<file path="src/fcca_pkg.sv">
// package: constants, register map and carrier types for the frame count trailer block
package fcca_pkg;

  // ***************************************************************
  // register byte offsets
  // ***************************************************************
  localparam logic [3:0] FCCA_REG_CTRL = 4'h0;      // trailer mode, select, enable
  localparam logic [3:0] FCCA_REG_CLR = 4'h4;       // clear source, slot, event, command
  localparam logic [3:0] FCCA_REG_FCOUNT = 4'h8;    // live frame count (ro)
  localparam logic [3:0] FCCA_REG_TCOUNT = 4'hC;    // trigger input count (ro)

  localparam logic [5:0] FCCA_OFS_CTRL = 6'h00;
  localparam logic [5:0] FCCA_OFS_CLR = 6'h04;
  localparam logic [5:0] FCCA_OFS_FCOUNT = 6'h08;
  localparam logic [5:0] FCCA_OFS_TCOUNT = 6'h0C;
  localparam logic [5:0] FCCA_OFS_STAT = 6'h10;
  localparam logic [5:0] FCCA_OFS_MASK = 6'h14;
  localparam logic [5:0] FCCA_OFS_LAST = 6'h18;     // last captured frame count (ro)

  // ***************************************************************
  // field positions
  // ***************************************************************
  localparam int FCCA_CTRL_MODE_BIT = 0;    // trailer_mode_on
  localparam int FCCA_CTRL_EN_BIT = 1;      // trailer_item_enable for selected item
  localparam int FCCA_CTRL_SEL_LSB = 4;     // trailer_item_select, 2 bits
  localparam int FCCA_CTRL_PAY_BIT = 8;     // payload_with_trailer (ro)
  localparam int FCCA_CTRL_FEN_BIT = 9;     // frame count item enabled (ro)
  localparam int FCCA_CLR_SRC_LSB = 0;      // count_clear_source, 2 bits
  localparam int FCCA_CLR_SLOT_LSB = 4;     // counter slot selector, 2 bits
  localparam int FCCA_CLR_EVT_LSB = 8;      // count_event_source, 2 bits
  localparam int FCCA_CLR_CMD_BIT = 16;     // count_clear_command, write-one pulse
  localparam int FCCA_IRQ_W = 3;
  localparam int FCCA_IRQ_FRAME = 0;        // frame counted
  localparam int FCCA_IRQ_CLEAR = 1;        // count cleared
  localparam int FCCA_IRQ_WRAP = 2;         // count rolled over

  // ***************************************************************
  // encodings and reset values
  // ***************************************************************
  localparam logic [1:0] FCCA_SRC_NONE = 2'h0;
  localparam logic [1:0] FCCA_SRC_LINE_ONE = 2'h1;
  localparam logic [1:0] FCCA_SRC_LINE_TWO = 2'h2;
  localparam logic [1:0] FCCA_SRC_SOFT = 2'h3;
  localparam logic [1:0] FCCA_ITEM_FRAME_NUM = 2'h1;
  localparam logic [1:0] FCCA_SLOT_SECOND = 2'h1;
  localparam logic [1:0] FCCA_EVT_FRAME_BEGIN = 2'h1;
  localparam logic [31:0] FCCA_FCOUNT_RST = 32'h0000_0000;
  localparam logic [31:0] FCCA_TCOUNT_RST = 32'h0000_0001;
  localparam logic [31:0] FCCA_COUNT_MAX = 32'hFFFF_FFFF;
  localparam logic [31:0] FCCA_UNMAPPED = 32'h0000_0000;

  // ***************************************************************
  // carrier types
  // ***************************************************************
  typedef struct packed {
    logic [5:0] address;
    logic read;
    logic write;
    logic [31:0] writedata;
    logic [3:0] byteenable;
  } fcca_bus_req_t;

  typedef struct packed {
    logic valid;
    logic last;
    logic [31:0] data;
  } fcca_beat_t;

endpackage : fcca_pkg

</file>
<file path="src/fcca_top.sv">
// frame count with trailer append, Avalon-MM register slave and interrupt
//
// Decided for this implementation: the Avalon-MM interface to the registers and the address map.
module fcca_top
  import fcca_pkg::*;
(
  // clock and reset
  input wire logic sys_clk_i,
  input wire logic rst_i,
  // avalon-mm slave
  input wire logic [5:0] avs_address_i,
  input wire logic avs_read_i,
  input wire logic avs_write_i,
  input wire logic [31:0] avs_writedata_i,
  input wire logic [3:0] avs_byteenable_i,
  output logic [31:0] avs_readdata_o,
  output logic avs_waitrequest_o,
  // acquisition events, same clock domain, one-cycle pulses
  input wire logic frame_begin_event_i,
  input wire logic frame_trigger_i,
  // input lines from pins
  input wire logic input_line_one_i,
  input wire logic input_line_two_i,
  // image stream in
  input wire logic img_valid_i,
  input wire logic img_last_i,
  input wire logic [31:0] img_data_i,
  output logic img_ready_o,
  // image stream to host
  output logic out_valid_o,
  output logic out_last_o,
  output logic [31:0] out_data_o,
  input wire logic out_ready_i,
  // status
  output logic payload_with_trailer_o,
  output logic irq_o
);

  // ***************************************************************
  // state
  // ***************************************************************
  typedef enum logic [2:0] {
    FCCA_ST_IMAGE = 3'b001,
    FCCA_ST_TRAIL = 3'b010,
    FCCA_ST_DONE = 3'b100
  } fcca_state_t;

  typedef struct packed {
    fcca_state_t state;
    logic mode_on;
    logic [1:0] item_sel;
    logic frame_item_en;
    logic [1:0] clr_src;
    logic [1:0] slot_sel;
    logic [1:0] evt_src;
    logic [31:0] fcount;
    logic [31:0] tcount;
    logic [31:0] captured;
    logic [31:0] trail_val;
    logic [FCCA_IRQ_W-1:0] stat;
    logic [FCCA_IRQ_W-1:0] mask;
    logic bus_ack;
    logic [31:0] rdata;
    fcca_beat_t out;
    logic irq;
  } fcca_st_t;

  fcca_st_t st_ff;
  fcca_st_t nxt_st;

  fcca_bus_req_t req;
  logic line_one_rise;
  logic line_two_rise;

  // byte-lane merge of write data
  function automatic logic [31:0] fcca_merge(input logic [31:0] old_v, input logic [31:0] new_v,
                                             input logic [3:0] be);
    logic [31:0] r;
    r = old_v;
    for (int i = 0; i < 4; i++) begin
      if (be[i]) begin
        r[i*8 +: 8] = new_v[i*8 +: 8];
      end
    end
    return r;
  endfunction

  // ***************************************************************
  // input line synchronisers
  // ***************************************************************
  fcca_sync u_sync_l1 (
    .sys_clk_i(sys_clk_i),
    .rst_i(rst_i),
    .pin_i(input_line_one_i),
    .level_o(),
    .rise_o(line_one_rise)
  );

  fcca_sync u_sync_l2 (
    .sys_clk_i(sys_clk_i),
    .rst_i(rst_i),
    .pin_i(input_line_two_i),
    .level_o(),
    .rise_o(line_two_rise)
  );

  assign req.address = avs_address_i;
  assign req.read = avs_read_i;
  assign req.write = avs_write_i;
  assign req.writedata = avs_writedata_i;
  assign req.byteenable = avs_byteenable_i;

  // ***************************************************************
  // next state
  // ***************************************************************
  always_comb begin
    logic wr;
    logic [31:0] ctrl_rd;
    logic [31:0] clr_rd;
    logic [31:0] wv;
    logic soft_clr;
    logic line_clr;
    logic do_clr;
    logic out_take;
    logic in_take;
    logic [FCCA_IRQ_W-1:0] ev;
    wr = 1'b0;
    ctrl_rd = '0;
    clr_rd = '0;
    wv = '0;
    soft_clr = 1'b0;
    line_clr = 1'b0;
    do_clr = 1'b0;
    out_take = 1'b0;
    in_take = 1'b0;
    ev = '0;
    nxt_st = st_ff;

    ctrl_rd[FCCA_CTRL_MODE_BIT] = st_ff.mode_on;
    ctrl_rd[FCCA_CTRL_SEL_LSB +: 2] = st_ff.item_sel;
    ctrl_rd[FCCA_CTRL_EN_BIT] = (st_ff.item_sel == FCCA_ITEM_FRAME_NUM) & st_ff.frame_item_en;
    ctrl_rd[FCCA_CTRL_PAY_BIT] = st_ff.mode_on;
    ctrl_rd[FCCA_CTRL_FEN_BIT] = st_ff.frame_item_en;
    clr_rd[FCCA_CLR_SRC_LSB +: 2] = st_ff.clr_src;
    clr_rd[FCCA_CLR_SLOT_LSB +: 2] = st_ff.slot_sel;
    clr_rd[FCCA_CLR_EVT_LSB +: 2] = st_ff.evt_src;

    // bus: one wait cycle, then acknowledge
    nxt_st.bus_ack = (req.read | req.write) & ~st_ff.bus_ack;
    wr = req.write & ~st_ff.bus_ack;
    if (req.read & ~st_ff.bus_ack) begin
      unique case (req.address)
        FCCA_OFS_CTRL: nxt_st.rdata = ctrl_rd;
        FCCA_OFS_CLR: nxt_st.rdata = clr_rd;
        FCCA_OFS_FCOUNT: nxt_st.rdata = st_ff.fcount;
        FCCA_OFS_TCOUNT: nxt_st.rdata = st_ff.tcount;
        FCCA_OFS_STAT: nxt_st.rdata = 32'(st_ff.stat);
        FCCA_OFS_MASK: nxt_st.rdata = 32'(st_ff.mask);
        FCCA_OFS_LAST: nxt_st.rdata = st_ff.captured;
        default: nxt_st.rdata = FCCA_UNMAPPED;
      endcase
    end

    if (wr) begin
      unique case (req.address)
        FCCA_OFS_CTRL: begin
          wv = fcca_merge(ctrl_rd, req.writedata, req.byteenable);
          nxt_st.mode_on = wv[FCCA_CTRL_MODE_BIT];
          nxt_st.item_sel = wv[FCCA_CTRL_SEL_LSB +: 2];
          if (wv[FCCA_CTRL_SEL_LSB +: 2] == FCCA_ITEM_FRAME_NUM) begin
            nxt_st.frame_item_en = wv[FCCA_CTRL_EN_BIT];
          end
          if (!wv[FCCA_CTRL_MODE_BIT]) begin
            nxt_st.frame_item_en = 1'b0;
          end
        end
        FCCA_OFS_CLR: begin
          wv = fcca_merge(clr_rd, req.writedata, req.byteenable);
          nxt_st.clr_src = wv[FCCA_CLR_SRC_LSB +: 2];
          nxt_st.slot_sel = wv[FCCA_CLR_SLOT_LSB +: 2];
          nxt_st.evt_src = wv[FCCA_CLR_EVT_LSB +: 2];
          soft_clr = req.byteenable[2] & req.writedata[FCCA_CLR_CMD_BIT]
                     & (st_ff.clr_src == FCCA_SRC_SOFT);
        end
        FCCA_OFS_MASK: nxt_st.mask = req.writedata[FCCA_IRQ_W-1:0];
        default: ;
      endcase
    end

    line_clr = ((st_ff.clr_src == FCCA_SRC_LINE_ONE) & line_one_rise)
               | ((st_ff.clr_src == FCCA_SRC_LINE_TWO) & line_two_rise);
    do_clr = soft_clr | line_clr;

    if (frame_begin_event_i) begin
      ev[FCCA_IRQ_FRAME] = 1'b1;
      if (st_ff.fcount == FCCA_COUNT_MAX) begin
        ev[FCCA_IRQ_WRAP] = 1'b1;
      end
      nxt_st.fcount = 32'(st_ff.fcount + 32'h0000_0001);
      nxt_st.captured = st_ff.fcount;
    end
    // clear to zero, wins over count
    if (do_clr) begin
      nxt_st.fcount = FCCA_FCOUNT_RST;
      ev[FCCA_IRQ_CLEAR] = 1'b1;
    end

    if (frame_trigger_i) begin
      nxt_st.tcount = 32'(st_ff.tcount + 32'h0000_0001);
    end

    // ***** stream with trailer append *****
    out_take = st_ff.out.valid & out_ready_i;
    if (out_take) begin
      nxt_st.out.valid = 1'b0;
    end
    unique case (st_ff.state)
      FCCA_ST_IMAGE: begin
        in_take = img_valid_i & (~st_ff.out.valid | out_ready_i);
        if (in_take) begin
          nxt_st.out.valid = 1'b1;
          nxt_st.out.data = img_data_i;
          nxt_st.out.last = img_last_i & ~st_ff.frame_item_en;
          if (img_last_i) begin
            nxt_st.trail_val = st_ff.captured;
            nxt_st.state = st_ff.frame_item_en ? FCCA_ST_TRAIL : FCCA_ST_IMAGE;
          end
        end
      end
      FCCA_ST_TRAIL: begin
        if (~st_ff.out.valid | out_ready_i) begin
          nxt_st.out.valid = 1'b1;
          nxt_st.out.data = st_ff.trail_val;
          nxt_st.out.last = 1'b1;
          nxt_st.state = FCCA_ST_IMAGE;
        end
      end
      default: nxt_st.state = FCCA_ST_IMAGE;
    endcase

    // sticky status, set wins over clear
    if (wr && req.address == FCCA_OFS_STAT) begin
      nxt_st.stat = st_ff.stat & ~req.writedata[FCCA_IRQ_W-1:0];
    end
    nxt_st.stat = nxt_st.stat | ev;
    nxt_st.irq = |(nxt_st.stat & nxt_st.mask);
  end

  // ***************************************************************
  // registers
  // ***************************************************************
  // reset clears count; source none
  always_ff @(posedge sys_clk_i or posedge rst_i) begin
    if (rst_i) begin
      st_ff <= '0;
      st_ff.state <= FCCA_ST_IMAGE;
      st_ff.clr_src <= FCCA_SRC_NONE;
      st_ff.fcount <= FCCA_FCOUNT_RST;
      st_ff.tcount <= FCCA_TCOUNT_RST;
    end else begin
      st_ff <= nxt_st;
    end
  end

  // ***************************************************************
  // outputs
  // ***************************************************************
  assign avs_readdata_o = st_ff.rdata;
  assign avs_waitrequest_o = (avs_read_i | avs_write_i) & ~st_ff.bus_ack;
  assign img_ready_o = (st_ff.state == FCCA_ST_IMAGE) & (~st_ff.out.valid | out_ready_i);
  assign out_valid_o = st_ff.out.valid;
  assign out_last_o = st_ff.out.last;
  assign out_data_o = st_ff.out.data;
  assign payload_with_trailer_o = st_ff.mode_on;
  assign irq_o = st_ff.irq;

endmodule // fcca_top

</file>
<file path="src/fcca_sync.sv">
// two-flop synchroniser plus rising edge pulse for a pin input
module fcca_sync
  import fcca_pkg::*;
(
  // clock and reset
  input wire logic sys_clk_i,
  input wire logic rst_i,
  // pin side
  input wire logic pin_i,
  // synchronised side
  output logic level_o,
  output logic rise_o
);

  typedef struct packed {
    logic meta;
    logic sync;
    logic prev;
  } fcca_sync_st_t;

  fcca_sync_st_t st_ff;
  fcca_sync_st_t nxt_st;

  // first flop feeds only the second
  always_comb begin
    nxt_st.meta = pin_i;
    nxt_st.sync = st_ff.meta;
    nxt_st.prev = st_ff.sync;
  end

  always_ff @(posedge sys_clk_i or posedge rst_i) begin
    if (rst_i) begin
      st_ff <= '0;
    end else begin
      st_ff <= nxt_st;
    end
  end

  assign level_o = st_ff.sync;
  assign rise_o = st_ff.sync & ~st_ff.prev;

endmodule // fcca_sync

</file>
<file path="config.mk">
export PLATFORM = sky130hd
export DESIGN_NAME = fcca_top
export DESIGN_NICKNAME = d
export VERILOG_FILES = /design/src/fcca_pkg.sv /design/src/fcca_top.sv /design/src/fcca_sync.sv
export SDC_FILE = /design/constraint.sdc
export NUM_CORES = 1
export LEC_CHECK = 0
export ABC_CLOCK_PERIOD_IN_PS = 11600
export BUFFER_PORTS_ARGS = -buffer_cell sky130_fd_sc_hd__buf_4
export CAP_MARGIN = 15
export CORE_ASPECT_RATIO = 1.2
export CORE_MARGIN = 2
export CORE_UTILIZATION = 60
export CTS_CLUSTER_SIZE = 10
export DETAILED_ROUTE_END_ITERATION = 10
export HOLD_SLACK_MARGIN = 0.05
export PLACE_DENSITY = 0.91
export SYNTH_ARGS = -nofsm -noshare
export SYNTH_HDL_FRONTEND = slang
export SYNTH_HIERARCHICAL = 1
export SYNTH_SLANG_ARGS = --single-unit
export TNS_END_PERCENT = 30
</file>
<file path="constraint.sdc">
create_clock -name sys_clk_i -period 11.6 [get_ports sys_clk_i]
set_clock_uncertainty 0.15 [all_clocks]
set_input_delay 1.16 -clock sys_clk_i [delete_from_list [all_inputs] [get_ports sys_clk_i]]
set_output_delay 1.16 -clock sys_clk_i [all_outputs]
set_load 0.03 [all_outputs]
</file>
==> reports/summary.log <==
qor: run_status.status finished, final reports clean
qor: logic_synthesis.netlist_top_cells_area sky130_fd_sc_hd__dfrtp_1, sky130_fd_sc_hd__mux2_2, sky130_fd_sc_hd__buf_4
qor: clock_tree.clk_pin_slew 0.05 ns
qor: global_routing.grt_pass1_wl 40500 µm
qor: timing.final-hold-violation-count 0
qor: cells_and_area.post_layout_nonfiller_instances 1233
qor: floorplanning.floorplan.die.height 149 µm
qor: logic_synthesis.number_of_synthesized_flops_with_an_enable_pin 0
qor: clock_tree.cts_htree_levels 1
qor: logic_synthesis.postSynthAreaPerCell 11.0 µm²
qor: worst_setup_path.critPathKind input pin to output pin
qor: placement.portBuffers 129
qor: timing.timing_max_transition_violations_final 0
qor: floorplanning.floorplan.die_area 18600 µm²
qor: floorplanning.design.portCount 155
qor: power_and_ir_drop.leakagePower 5.61 nW
qor: logic_synthesis.ys_types 57
qor: worst_setup_path.delay_of_the_slowest_cell_on_the_worst_path 0.23 ns
qor: floorplanning.start_util 60.7%
qor: logic_synthesis.yosys_register_bits 220
qor: timing.clock_period_minus_worst_slack 3.17 ns
qor: detailed_routing.wl_per_cell 20.7 µm
qor: placement.place_worst_setup_slack 8.08 ns
qor: timing.max-slew-margin-rel 20.7%
qor: clock_tree.postCtsSetupRepairBufs 0
qor: timing.tightest_slew 1.19 ns
qor: global_routing.antenna_found_initial 0
qor: detailed_routing.vias 7814
qor: clock_tree.post_cts.resized_instances 0
qor: detailed_routing.drt_iter0_drc 831
qor: global_routing.grt_pass1_vias 7734
qor: hold_path.holdCritPathClass flip-flop to flip-flop
qor: timing.period_share 27.3%
qor: clock_tree.clock_path_buffers 3
qor: cells_and_area.diodes 0
qor: timing.finalSetupViolCount 0
qor: timing.setup_total_negative_slack 0 ns
qor: worst_setup_path.crit_required 10.29 ns
qor: worst_setup_path.timing.critical_path.mode_cell sky130_fd_sc_hd__buf_4
qor: floorplanning.rows 53
qor: cells_and_area.areaGrowthSynthToFinish 12.4%
qor: clock_tree.cts-buffers-inserted 25
qor: clock_tree.clockRootBuffer sky130_fd_sc_hd__clkbuf_16
qor: logic_synthesis.syn_area 10500 µm²
qor: worst_setup_path.critPathLaunchType input pin
qor: logic_synthesis.synth.yosys.seq_area_share 52.4%
qor: flow_run.cap_violations 0
qor: logic_synthesis.synthArstFlopShare 100%
qor: worst_setup_path.timing.critical_path.cells buf_4 -> nand2b_1 -> and2_1 -> buf_4
qor: logic_synthesis.netlist_top_cells_count sky130_fd_sc_hd__dfrtp_1, sky130_fd_sc_hd__nand2_1, sky130_fd_sc_hd__mux2_2, sky130_fd_sc_hd__o21ai_0, sky130_fd_sc_hd__buf_4
qor: floorplanning.core_area 17300 µm²
qor: power_and_ir_drop.pwr_density_cell 153 nW/µm²
qor: detailed_routing.drc 0
qor: logic_synthesis.syn_nets 1046
qor: global_routing.grt_util_all_layers 26.8%
qor: clock_tree.tritoncts_clock_tree yes
qor: clock_tree.cts-hold-fix-buffers 0
qor: cells_and_area.layout-drive-gt1-share 28.2%
qor: worst_setup_path.critPathArrivalTime 1.86 ns
qor: worst_setup_path.slowest_stage sky130_fd_sc_hd__nand2b_1
qor: power_and_ir_drop.worst_ir_drop_vdd 0.105 mV
qor: cells_and_area.fill_cells 1119
qor: placement.gp_routability_congestion 0.857
qor: placement.placed_cells 1197
qor: clock_tree.clock_sinks 220
qor: logic_synthesis.yosysWarningCount 6
qor: cells_and_area.nNetsFinal 1096
qor: detailed_routing.route.final.wire_length 25600 µm
qor: logic_synthesis.synthCells 956
qor: placement.place.detailed.hpwl 16600 µm
qor: logic_synthesis.synth_largest_area_cell sky130_fd_sc_hd__dfrtp_1
qor: worst_setup_path.cp_num_buf_inv 2
qor: floorplanning.die_x 125 µm
qor: timing.max_fclk 0.316 GHz
qor: clock_tree.worst_skew_pair.late_latency 0.52 ns
qor: detailed_routing.detail_route.vias_per_cell 6.34
qor: worst_setup_path.crit_family simple AND/OR/NAND/NOR gates
qor: logic_synthesis.ys_dominant_reg_cell sky130_fd_sc_hd__dfrtp_1
qor: detailed_routing.drtAntennaViolNets 0
qor: worst_setup_path.worstSetupEndpointType output pin
qor: global_routing.grt_max_degree 144
qor: worst_setup_path.critical_path.max_fanout 7
qor: timing.minimum_setup_slack_in_the_final_design 8.43 ns
qor: global_routing.overflow_left_after_global_routing 0
qor: logic_synthesis.post-synth-top-count-cell sky130_fd_sc_hd__dfrtp_1
qor: timing.unrepaired_setup_endpoints_after_global_routing false
qor: logic_synthesis.netlist.area_leader.share 51.9%
qor: detailed_routing.drt_first_pass_iters 5
[report_power, final]
part | total [mW] | switching (mW) | leakage (nW) | internal, mW
Combinational | 0.224 | 0.124 | 2.32 | 0.0999
Clock | 0.675 | 0.287 | 0.322 | 0.388
Sequential | 0.911 | 0.0759 | 2.97 | 0.835
[logic make-up (layout without fill, tap and decap cells)]
logic type | Yosys count | after routing | share of synthesized area (%)
AND/OR/NAND/NOR | 265 | 265 | 13.1
XOR/XNOR | 54 | 54 | 4.57
AO/OA/AOI/OAI | 172 | 172 | 10.3
flip-flops | 220 | 220 | 52.4
buffers and inverters | 129 | 186 | 7.14
adder cells (fa/ha/maj) | 5 | 5 | 0.595
multiplexers | 111 | 111 | 11.9
[cells in the final DEF, fill, tap and decap left out, drive strengths merged, types with 2 or more instances in the layout]
master / synthesis / final
a211oi: 2 / 2
a21boi: 2 / 2
a21oi: 10 / 10
a221oi: 4 / 4
a22o: 3 / 3
a22oi: 60 / 60
and2: 3 / 3
and3: 16 / 16
and4: 8 / 8
buf: 83 / 135
clkbuf: 29 / 33
dfrtp: 218 / 218
dfstp: 2 / 2
ha: 5 / 5
inv: 17 / 18
mux2: 102 / 102
mux2i: 8 / 8
nand2: 112 / 112
nand2b: 4 / 4
nand3: 18 / 18
nand3b: 3 / 3
nand4: 21 / 21
nor2: 43 / 43
nor2b: 2 / 2
nor3: 12 / 12
nor4: 6 / 6
o211ai: 2 / 2
o21ai: 80 / 80
o32ai: 2 / 2
or2: 3 / 3
or3: 7 / 7
or4: 3 / 3
xnor2: 28 / 28
xor2: 26 / 26
[state kept, by name, summed over array words and instances, names as in the netlist]
| name | cells |
|---|---|
| avs_readdata_o | 32 |
| u_sync_l2/st_ff | 1 |
| out_valid_o | 1 |
| out_data_o | 32 |
| u_sync_l2/level_o | 1 |
| st_ff | 146 |
| irq_o | 1 |
| u_sync_l2/nxt_st | 1 |
| u_sync_l1/nxt_st | 1 |
| u_sync_l1/st_ff | 1 |
| u_sync_l1/level_o | 1 |
| payload_with_trailer_o | 1 |
| out_last_o | 1 |
[final timing paths]
check | start | end | slack (ns) | cells after the start
setup / recovery | out_ready_i | img_ready_o | 8.43 | 4
hold / removal | u_sync_l2/nxt_st[1] | u_sync_l2/level_o | 0.22 | 0
setup reg to reg | st_ff[212] | out_data_o[22] | 8.49 | 5
hold reg to reg | u_sync_l2/nxt_st[1] | u_sync_l2/level_o | 0.22 | 0
max in group asynchronous | rst_i | st_ff[85] | 9.20 | 3
min in group asynchronous | rst_i | u_sync_l2/st_ff[0] | 0.40 | 2
[final cells by class]
type / instances / area [µm²] / share of cell area, %
clock inverters: 1 / 8.76 / 0.0742
flip-flops and latches: 220 / 5510 / 46.6
well taps: 220 / 275 / 2.33
clock buffers: 33 / 656 / 5.55
inverters: 17 / 71.3 / 0.604
repair buffers: 135 / 1040 / 8.81
multi-input cells: 607 / 4250 / 36.0
[routing by layer]
metal / GRT usage [%] / wire length [µm] / part of all wire, % / up-vias
met5: 0 / 0 / 0 / -
met4: 10.3 / 1020 / 4.0 / 0
met3: 3.66 / 1890 / 7.4 / 98
met2: 47.0 / 13100 / 51 / 440
met1: 34.3 / 9600 / 38 / 3869
li1: - / - / - / 3407
[stage by stage]
step	total power [mW]	hold WS (ns)	util (%)	instance area (µm²)
finish	1.81	0.216	68.2	11800
global route	1.87	0.225	68.2	11800
CTS	1.81	0.221	68.0	11800
detailed placement	1.14	0.204	64.2	11100
global placement	1.12	0.187	64.2	11100
floorplan	1.06	0.181	-	10500
Note: power is estimated with default switching activity, not from simulation.
